`config.mk`:
```
export PLATFORM = sky130hd
export DESIGN_NAME = rail_seq_ctrl
export DESIGN_NICKNAME = d
export VERILOG_FILES = /design/src/pkg/rail_seq_pkg.sv /design/src/core/fault_filter.sv /design/src/core/rail_seq_ctrl.sv
export VERILOG_INCLUDE_DIRS = /design/src /design/src/pkg
export SDC_FILE = /design/constraint.sdc
export NUM_CORES = 1
export LEC_CHECK = 0
export ABC_AREA = 1
export CAP_MARGIN = 20
export CORE_MARGIN = 2
export CORE_UTILIZATION = 55
export CTS_CLUSTER_DIAMETER = 40
export CTS_CLUSTER_SIZE = 12
export DETAILED_ROUTE_END_ITERATION = 10
export DONT_BUFFER_PORTS = 1
export GPL_ROUTABILITY_DRIVEN = 0
export PLACE_DENSITY = 0.7
export SYNTH_ARGS = -nofsm -noshare
export SYNTH_HDL_FRONTEND = slang
export SYNTH_SLANG_ARGS = --single-unit
```
`constraint.sdc`:
```
create_clock -name clk -period 4.6 [get_ports clk]
set_input_delay 0.92 -clock clk [delete_from_list [all_inputs] [get_ports clk]]
set_output_delay 0.92 -clock clk [all_outputs]
set_load 0.05 [all_outputs]
```
`src/pkg/rail_seq_defs.svh`:
```
// Functional notes
// - Filter time is filter count times 2us, or 10us with scale bit set.
// - Watch enable bit switches the external monitor; deep protect entry sets it.
// - Boost enable bit gates the boost rail; deep protect entry sets it.
// - Second buck enable bit gates that rail; deep protect entry sets it.
// - First buck enable bit gates that rail; deep protect entry sets it.
// - All-channel bit is a master enable for every rail output.
// - Ordered pin turn-on waits its field times the selected time base.
// - Boost rail turn-on waits its field times the selected time base.
// - Second buck turn-on waits its field times the selected time base.
// - First buck turn-on waits its field times the selected time base.
// - Time base codes 10 and 11 give 2.5ms and 5ms steps.
// - Watch reset map bit routes monitor faults onto the system reset.
// - Per-rail map bits 4..1 route rail faults onto the system reset.
// - System reset stays low 10 to 40ms after its cause clears.
// - With restart enabled, clearing all-channel bit resets registers, restarts.
`ifndef RAIL_SEQ_DEFS_SVH
`define RAIL_SEQ_DEFS_SVH

// ----------------------------------------
// Register offsets
// ----------------------------------------
`define ADDR_FILTER_CFG 8'h03
`define ADDR_RAIL_EN 8'h05
`define ADDR_DELAY_A 8'h06
`define ADDR_DELAY_B 8'h07
`define ADDR_RESET_MAP 8'h08

// ----------------------------------------
// Field positions
// ----------------------------------------
`define FLT_SCALE_BIT 5
`define EN_WATCH_BIT 5
`define EN_BOOST_BIT 4
`define EN_SECOND_BIT 3
`define EN_FIRST_BIT 2
`define EN_ALL_BIT 0
`define MAP_WATCH_BIT 5

// ----------------------------------------
// Reset values and masks
// ----------------------------------------
`define RST_FILTER_CFG 8'h00
`define RST_RAIL_EN 8'h3D
`define RST_DELAY_A 8'h00
`define RST_DELAY_B 8'h00
`define RST_RESET_MAP 8'h00
`define MASK_FILTER_CFG 8'h3F
`define MASK_RAIL_EN 8'h3D
`define MASK_RESET_MAP 8'h3E
`define DEEP_SET_EN 8'h3C

// ----------------------------------------
// Timing
// ----------------------------------------
`define CLK_PERIOD_NS 25
`define FLT_FINE_NS 2000
`define FLT_COARSE_NS 10000
`define FLT_FINE_CYC ((`FLT_FINE_NS + `CLK_PERIOD_NS - 1) / `CLK_PERIOD_NS)
`define FLT_COARSE_CYC \
	((`FLT_COARSE_NS + `CLK_PERIOD_NS - 1) / `CLK_PERIOD_NS)
`define DLY_STEP0_US 500
`define DLY_STEP1_US 1000
`define DLY_STEP2_US 2500
`define DLY_STEP3_US 5000
`define US_TO_CYC(us) (((us) * 1000 + `CLK_PERIOD_NS - 1) / `CLK_PERIOD_NS)
`define HOLD_STEP_MS 10
`define HOLD_STEP_CYC `US_TO_CYC(`HOLD_STEP_MS * 1000)

`endif

```
`src/pkg/rail_seq_pkg.sv`:
```
package rail_seq_pkg;

	// Register access strobes from the serial front end
	typedef struct packed {
		logic wr;
		logic rd;
		logic [7:0] addr;
		logic [7:0] wdata;
	} reg_req_s;

	// Enables handed to the power stages
	typedef struct packed {
		logic watch;
		logic boost;
		logic second_buck;
		logic first_buck;
		logic hv_buck;
		logic ordered_pin;
	} rail_on_s;

	typedef enum logic [2:0] {
		RST_IDLE = 3'b001,
		RST_FAULT = 3'b010,
		RST_HOLD = 3'b100
	} reset_state_e;

endpackage

```
`src/core/fault_filter.sv`:
```
`timescale 1ns/1ps
`default_nettype none

module fault_filter (
	input wire logic clk,
	input wire logic rstn,
	input wire logic cmp,
	input wire logic [8:0] step_cyc,
	input wire logic [4:0] lim,
	output logic flt
);

	logic [8:0] pre_r;
	logic [4:0] cnt_r;

	// Any drop of the comparator restarts the whole filter time
	always_ff @(posedge clk) begin
		if (!rstn || !cmp) begin
			pre_r <= 9'h000;
			cnt_r <= 5'h00;
		end else if (cnt_r < lim) begin
			if (pre_r == step_cyc - 9'h001) begin
				pre_r <= 9'h000;
				cnt_r <= cnt_r + 5'h01;
			end else begin
				pre_r <= pre_r + 9'h001;
			end
		end
	end

	// Zero count still costs one cycle, the output comes from a flop
	always_ff @(posedge clk) begin
		if (!rstn) begin
			flt <= 1'b0;
		end else begin
			flt <= cmp && (cnt_r >= lim);
		end
	end

endmodule

`default_nettype wire

```
`src/core/rail_seq_ctrl.sv`:
```
`timescale 1ns/1ps
`default_nettype none
`include "rail_seq_defs.svh"

module rail_seq_ctrl #(
	parameter int unsigned DLY_STEP0_CYC = `US_TO_CYC(`DLY_STEP0_US),
	parameter int unsigned DLY_STEP1_CYC = `US_TO_CYC(`DLY_STEP1_US),
	parameter int unsigned DLY_STEP2_CYC = `US_TO_CYC(`DLY_STEP2_US),
	parameter int unsigned DLY_STEP3_CYC = `US_TO_CYC(`DLY_STEP3_US),
	parameter int unsigned HOLD_STEP_CYC = `HOLD_STEP_CYC
) (
	input wire logic clk,
	input wire logic rstn,
	input wire rail_seq_pkg::reg_req_s reg_req,
	output logic [7:0] reg_rdata,
	input wire logic [4:0] ov_cmp,
	input wire logic [4:0] uv_cmp,
	input wire logic deep_protect_entry,
	input wire logic seq_start,
	input wire logic device_restart_enable,
	input wire logic [1:0] delay_scale,
	input wire logic [1:0] reset_hold_time_select,
	output rail_seq_pkg::rail_on_s rail_on,
	output logic [4:0] ov_filt,
	output logic [4:0] uv_filt,
	output logic system_reset_out_n,
	output logic device_restart
);
	import rail_seq_pkg::*;

	// ----------------------------------------
	// Register file
	// ----------------------------------------
	logic [7:0] filter_cfg_r;
	logic [7:0] rail_en_r;
	logic [7:0] delay_a_r;
	logic [7:0] delay_b_r;
	logic [7:0] reset_map_r;
	logic restart_hit;
	logic wr_en;

	assign wr_en = reg_req.wr && (reg_req.addr == `ADDR_RAIL_EN);
	// Master bit going 1 to 0 while restart is armed
	assign restart_hit = wr_en && device_restart_enable &&
		rail_en_r[`EN_ALL_BIT] && !reg_req.wdata[`EN_ALL_BIT];

	// Plain configuration registers; restart puts them back to defaults
	always_ff @(posedge clk) begin
		if (!rstn || restart_hit) begin
			filter_cfg_r <= `RST_FILTER_CFG;
			delay_a_r <= `RST_DELAY_A;
			delay_b_r <= `RST_DELAY_B;
			reset_map_r <= `RST_RESET_MAP;
		end else if (reg_req.wr) begin
			case (reg_req.addr)
				`ADDR_FILTER_CFG: filter_cfg_r <=
					reg_req.wdata & `MASK_FILTER_CFG;
				`ADDR_DELAY_A: delay_a_r <= reg_req.wdata;
				`ADDR_DELAY_B: delay_b_r <= reg_req.wdata;
				`ADDR_RESET_MAP: reset_map_r <=
					reg_req.wdata & `MASK_RESET_MAP;
				default: ;
			endcase
		end
	end

	// Deep protect entry sets the enables after any write of the same
	// cycle, so the hardware set is never lost to software
	always_ff @(posedge clk) begin
		if (!rstn || restart_hit) begin
			rail_en_r <= `RST_RAIL_EN;
		end else if (deep_protect_entry) begin
			rail_en_r <= (wr_en ? (reg_req.wdata & `MASK_RAIL_EN) :
				rail_en_r) | `DEEP_SET_EN;
		end else if (wr_en) begin
			rail_en_r <= reg_req.wdata & `MASK_RAIL_EN;
		end
	end

	// Read data registered; unmapped offsets and reserved bits read zero
	always_ff @(posedge clk) begin
		if (!rstn) begin
			reg_rdata <= 8'h00;
		end else if (reg_req.rd) begin
			case (reg_req.addr)
				`ADDR_FILTER_CFG: reg_rdata <= filter_cfg_r;
				`ADDR_RAIL_EN: reg_rdata <= rail_en_r;
				`ADDR_DELAY_A: reg_rdata <= delay_a_r;
				`ADDR_DELAY_B: reg_rdata <= delay_b_r;
				`ADDR_RESET_MAP: reg_rdata <= reset_map_r;
				default: reg_rdata <= 8'h00;
			endcase
		end
	end

	// Restart pulse to the power stages' own reset controller
	always_ff @(posedge clk) begin
		if (!rstn) begin
			device_restart <= 1'b0;
		end else begin
			device_restart <= restart_hit;
		end
	end

	// ----------------------------------------
	// Comparator filters
	// ----------------------------------------
	logic [8:0] flt_step;
	logic [9:0] cmp_all;
	logic [9:0] flt_all;

	assign flt_step = filter_cfg_r[`FLT_SCALE_BIT] ?
		9'(`FLT_COARSE_CYC) : 9'(`FLT_FINE_CYC);
	assign cmp_all = {uv_cmp, ov_cmp};
	assign ov_filt = flt_all[4:0];
	assign uv_filt = flt_all[9:5];

	// One filter per comparator, every one on the shared setting
	genvar gi;
	generate
		for (gi = 0; gi < 10; gi++) begin : g_flt
			fault_filter u_flt (
				.clk(clk),
				.rstn(rstn),
				.cmp(cmp_all[gi]),
				.step_cyc(flt_step),
				.lim(filter_cfg_r[4:0]),
				.flt(flt_all[gi])
			);
		end
	endgenerate

	// ----------------------------------------
	// Turn-on delay timers
	// ----------------------------------------
	logic [17:0] step_cyc;
	logic [17:0] pre_r;
	logic [3:0] steps_r;
	logic seq_run_r;
	logic seq_go;

	// Time base step per scale code
	always_comb begin
		case (delay_scale)
			2'b00: step_cyc = 18'(DLY_STEP0_CYC);
			2'b01: step_cyc = 18'(DLY_STEP1_CYC);
			2'b10: step_cyc = 18'(DLY_STEP2_CYC);
			2'b11: step_cyc = 18'(DLY_STEP3_CYC);
			default: step_cyc = 18'(DLY_STEP0_CYC);
		endcase
	end

	// A restart counts as a new power-up sequence
	assign seq_go = seq_start || device_restart;

	// All timers share one start, so one step counter serves every rail
	always_ff @(posedge clk) begin
		if (!rstn || seq_go) begin
			pre_r <= 18'h00000;
			steps_r <= 4'h0;
		end else if (seq_run_r && steps_r != 4'hF) begin
			if (pre_r >= step_cyc - 18'h00001) begin
				pre_r <= 18'h00000;
				steps_r <= steps_r + 4'h1;
			end else begin
				pre_r <= pre_r + 18'h00001;
			end
		end
	end

	// Sequence stays running until deep protect or master disable
	always_ff @(posedge clk) begin
		if (!rstn) begin
			seq_run_r <= 1'b0;
		end else if (seq_go) begin
			seq_run_r <= 1'b1;
		end else if (deep_protect_entry || !rail_en_r[`EN_ALL_BIT]) begin
			seq_run_r <= 1'b0;
		end
	end

	// Rail enables: master bit and running sequence, then own bit and own wait where the rail has them
	always_ff @(posedge clk) begin
		if (!rstn) begin
			rail_on <= '0;
		end else if (!rail_en_r[`EN_ALL_BIT] || !seq_run_r ||
			restart_hit || device_restart) begin
			// A restart drops every rail before the new sequence runs
			rail_on <= '0;
		end else begin
			rail_on.watch <= rail_en_r[`EN_WATCH_BIT];
			rail_on.hv_buck <= 1'b1;
			rail_on.ordered_pin <= steps_r >= delay_a_r[7:4];
			rail_on.boost <= rail_en_r[`EN_BOOST_BIT] &&
				steps_r >= delay_a_r[3:0];
			rail_on.second_buck <= rail_en_r[`EN_SECOND_BIT] &&
				steps_r >= delay_b_r[7:4];
			rail_on.first_buck <= rail_en_r[`EN_FIRST_BIT] &&
				steps_r >= delay_b_r[3:0];
		end
	end

	// ----------------------------------------
	// System reset output
	// ----------------------------------------
	logic [4:0] ch_fault;
	logic [4:0] map_bits;
	logic fault_any;
	logic [20:0] hold_lim;
	logic [20:0] hold_r;
	reset_state_e rst_state_r;

	assign ch_fault = ov_filt | uv_filt;
	assign map_bits = {reset_map_r[`MAP_WATCH_BIT], reset_map_r[4:1]};
	assign fault_any = |(ch_fault & map_bits);
	// Hold time is 10ms times one more than the select code
	assign hold_lim = 21'(HOLD_STEP_CYC * ({30'h0, reset_hold_time_select}
		+ 32'h1));

	// Low while a mapped fault stands, then held for the chosen time
	always_ff @(posedge clk) begin
		if (!rstn) begin
			rst_state_r <= RST_IDLE;
			hold_r <= 21'h000000;
			system_reset_out_n <= 1'b1;
		end else begin
			case (rst_state_r)
				RST_IDLE: begin
					if (fault_any) begin
						rst_state_r <= RST_FAULT;
						system_reset_out_n <= 1'b0;
					end
				end
				RST_FAULT: begin
					hold_r <= 21'h000000;
					if (!fault_any) begin
						rst_state_r <= RST_HOLD;
					end
				end
				RST_HOLD: begin
					if (fault_any) begin
						rst_state_r <= RST_FAULT;
					end else if (hold_r >= hold_lim - 21'h000001) begin
						rst_state_r <= RST_IDLE;
						system_reset_out_n <= 1'b1;
					end else begin
						hold_r <= hold_r + 21'h000001;
					end
				end
				default: begin
					rst_state_r <= RST_IDLE;
					system_reset_out_n <= 1'b1;
				end
			endcase
		end
	end

endmodule

`default_nettype wire

```
==> results_dict.tcl <==
set metrics [dict create \
    vdd_ir_drop_max_uv 343 \
    hold_crit_path_type "register to register" \
    synth_cell_types 50 \
    placement_rows 57 \
    startpoint_of_the_most_critical_register_to_register_path "filter_cfg_r[2]$_SDFFE_PP0P_" \
    dpl.hpwl_um 22500 \
    remaining_drc_errors 0 \
    wire_per_inst_um 13.8 \
    grt_pass1_vias 11400 \
    routed-via-count 12100 \
    cts_made_buffers 39 \
    synthesis.area_per_instance_sq_um 7.23 \
    grt_pass1_wl_um 52500 \
    worst_ep_required_time_ns 5.02 \
    drt_first_iter_violations 761 \
    synth_xor_area_frac 0.0273 \
    syn-num-nets 2071 \
    final_max_slew_viol_count 0 \
    fp.dieW_um 162 \
    finish.cell_count_without_fillers 2269 \
    number_of_diodes 0 \
    h-tree-depth 2 \
    placeableCoreArea_sq_um 24500 \
    r2r_cells 12 \
    critPathMaxStageDelay_ns 0.31 \
    timing.final.hold_violations 0 \
    rrSetupSlack_ns 1.87 \
    synth-compound-area-share 0.140 \
    power.density_cell_area_nw_per_um2 359 \
    synth_enable_flop_cells 0 \
    multiplexer_fraction_of_the_synthesized_cell_area 0 \
    yosys.area_share.simple 0.271 \
    relSlewSlack 0.291 \
    fillerInstances 2175 \
    setup_viol 0 \
    tns_ns 0 \
    synthCells 1905 \
    post-place-cells 2198 \
    synth_largest_area_cell "dfxtp_1" \
    cts_root_buf "clkbuf_16" \
    setup.worst_path.end "hold_r[6]$_SDFFE_PN0P_" \
    initial_core_util 0.563 \
    final_critical_delay_including_setup_and_external_delays_ns 3.62 \
    synth-warning-count 0 \
    cts_resized 0 \
    timing.hold.ws_ns 0.462 \
    cp_endpoint_kind "register" \
    maxClockFrequency_ghz 0.276 \
    cp_top_family "simple AND/OR/NAND/NOR gates" \
    antenna_violating_nets_post_route 0 \
    crit_cells 23 \
    fin_crit_share 0.787 \
    leakagePower_nw 6.31 \
    layout_net_count 2081 \
    clock-sinks 245 \
    ys_top_cells_by_count "nand2_1, inv_1, dfxtp_1, nor2_1, a21oi_1" \
    synthesis.area_sq_um 13800 \
    wl_um 31200 \
    largest_net_degree_at_the_start_of_global_routing 30 \
    grt.overflow.total 0 \
    viasPerCell 5.35 \
    cp_max_stage_cell "ha_1" \
    pin_slew_with_the_least_headroom_to_its_limit_ns 1.06 \
    synth_most_common_cell "nand2_1" \
    globalRouteTotalUtil 0.238 \
    path_max_fanout 25 \
    cts-hold-fix-buffers 0 \
    synth.ff_latch_count 245 \
    cp_common_cell "nand2_1" \
    clock_tree.buffer_depth 3 \
    timing.setup.critical_path_class "primary input to register" \
    maxCapViolations 0 \
    die_h_um 162 \
    ys_flop_type "dfxtp_1" \
    final.setup_skew_ns 0.0170 \
    postCtsSetupBuffers 0 \
    synth-seq-area-share 0.356 \
    post_route_cells_drive_above_1_share 0.0627 \
    async_reset_ff_frac 0 \
    dominant_combinational_cell_family_by_area_after_synthesis "simple AND/OR/NAND/NOR gates" \
    synthDominantCellAreaShare 0.356 \
    cts_tree "done" \
    dieArea_sq_um 26300 \
    place.port_buffers 0 \
    area_delta_synth_final_pct 12.0 \
    critical_path.cell_chain "inv_2 > ha_1 > inv_1 > nor2_1 > nor2_1 > ha_1 > xor2_1 > xor2_1 > ha_1 > nand2_1 > nor2_1 > nand2_1 > nor2_2 > nand2_1 > nor2_2 > nand3_1 > nand2_1 > inv_2 > nand2_4 > nand2_4 > nand2_8 > nand2_1 > a21oi_1" \
    grt_antenna_before_repair 0 \
    synth_top_cells_by_area "dfxtp_1, ha_1, nand2_1" \
    clkTransAtPathRegs_ns 0.05 \
    worst_setup_path_startpoint "reset_hold_time_select[0]" \
    detail_route.first_pass.iterations 7 \
    synth_adder_area_share 0.117 \
    startpoint_type_of_the_worst_setup_path "primary input" \
    top_ports 63 \
    worst_r2r_endpoint "g_flt[6].u_flt.cnt_r[4]$_SDFFE_PP0P_" \
    worst-path-buf-inv 3 \
    timing.critical_path.arrival_ns 4.04 \
    run_status "completed" \
    grt_setup_unrepaired "no" \
    worstSkewPairLatency_ns 0.52 \
]
-- through the flow --
step	utilization	area [sq um]	setup WS, ns	power [W]
3_5_place_dp	0.572	14000	0.491	0.00238
3_3_place_gp	0.572	14000	0.608	0.00238
5_1_grt	0.631	15400	0.645	0.00571
4_1_cts	0.631	15400	1.01	0.00559
2_1_floorplan	-	13800	0.941	0.00236
6_report	0.631	15400	0.981	0.00553
-- cell usage in the layout (no fill, tap or decap), types with 8 or more instances in the layout --
cell type / synthesis / layout
clkbuf_16: 0 / 40
o21ai_0: 85 / 85
nand2_1: 306 / 306
o22ai_1: 15 / 15
a211oi_1: 17 / 17
nand2_2: 14 / 14
nor2_1: 245 / 245
nor3b_1: 15 / 15
nand4_1: 28 / 28
dfxtp_1: 245 / 245
o21bai_1: 11 / 11
nor3_1: 76 / 76
xor2_1: 34 / 34
xnor2_1: 9 / 9
nand3_1: 119 / 119
a21oi_1: 156 / 156
bufinv_16: 0 / 8
o21a_1: 13 / 13
inv_2: 9 / 9
ha_1: 129 / 129
a21oi_2: 10 / 10
inv_1: 262 / 262
-- sequential cells by signal, indices dropped and copies added (netlist names), 6 cells and up --
signal	cells
reg_rdata	8
filter_cfg_r	6
hold_r	21
g_flt.u_flt.pre_r	90
delay_a_r	8
pre_r	18
delay_b_r	8
g_flt.u_flt.flt	10
rail_on	6
g_flt.u_flt.cnt_r	50
-- cell type report --
type	count	area (sq um)	area share
timing repair buffer	1	7.51	0.000487
inverter	274	1030	0.0667
tap	324	405	0.0263
sequential	245	4900	0.318
clock buffer	52	1110	0.0717
clock inverter	19	334	0.0217
multi-input combinational	1354	7640	0.495
-- worst register-to-register path: stages, from the launching register on --
cell and delay [ns]:
dfxtp_1 0.30, inv_1 0.44, ha_1 0.35, a21oi_1 0.14
or2_1 0.11, nand3_1 0.24, inv_1 0.23, nand2_1 0.14
inv_1 0.11, nand2_1 0.08, nor3_1 0.25, xnor2_1 0.17
nor2_1 0.05
-- logic make-up after synthesis --
| group | Yosys count |
|---|---|
| other | 1 |
| adder cells (fa/ha/maj) | 129 |
| XOR/XNOR | 43 |
| flip-flops | 245 |
| AO/OA/AOI/OAI | 338 |
| AND/OR/NAND/NOR | 843 |
| buffers and inverters | 306 |
-- per-layer routing --
metal,vias to the layer above,GRT usage,wire [um]
met4,0,0.0772,826
met5,-,0,0
li1,6332,-,-
met2,236,0.408,14500
met3,60,0.0424,1750
met1,5502,0.305,14100
-- report_power, final --
group	leakage, nW	internal (W)	switching (W)
sequential	1.98	0.00214	0.0000542
combinational	3.64	0.0000447	0.000100
clock	0.691	0.00215	0.00105
-- worst min path at each step --
stage | to | startpoint | slack, ns | cells after the start
5_1_grt | delay_a_r[3]$_SDFFE_PP0P_ | delay_a_r[3]$_SDFFE_PP0P_ | 0.48 | 2
6_report | delay_a_r[3]$_SDFFE_PP0P_ | delay_a_r[3]$_SDFFE_PP0P_ | 0.46 | 2
2_1_floorplan | g_flt[4].u_flt.cnt_r[4]$_SDFFE_PP0P_ | g_flt[4].u_flt.cnt_r[4]$_SDFFE_PP0P_ | 0.43 | 1
3_3_place_gp | g_flt[7].u_flt.pre_r[2]$_SDFFE_PP0P_ | g_flt[7].u_flt.pre_r[2]$_SDFFE_PP0P_ | 0.45 | 2
3_5_place_dp | delay_a_r[1]$_SDFFE_PP0P_ | delay_a_r[1]$_SDFFE_PP0P_ | 0.45 | 2
4_1_cts | delay_a_r[1]$_SDFFE_PP0P_ | delay_a_r[1]$_SDFFE_PP0P_ | 0.46 | 2
(Power assumes the default switching activity.)
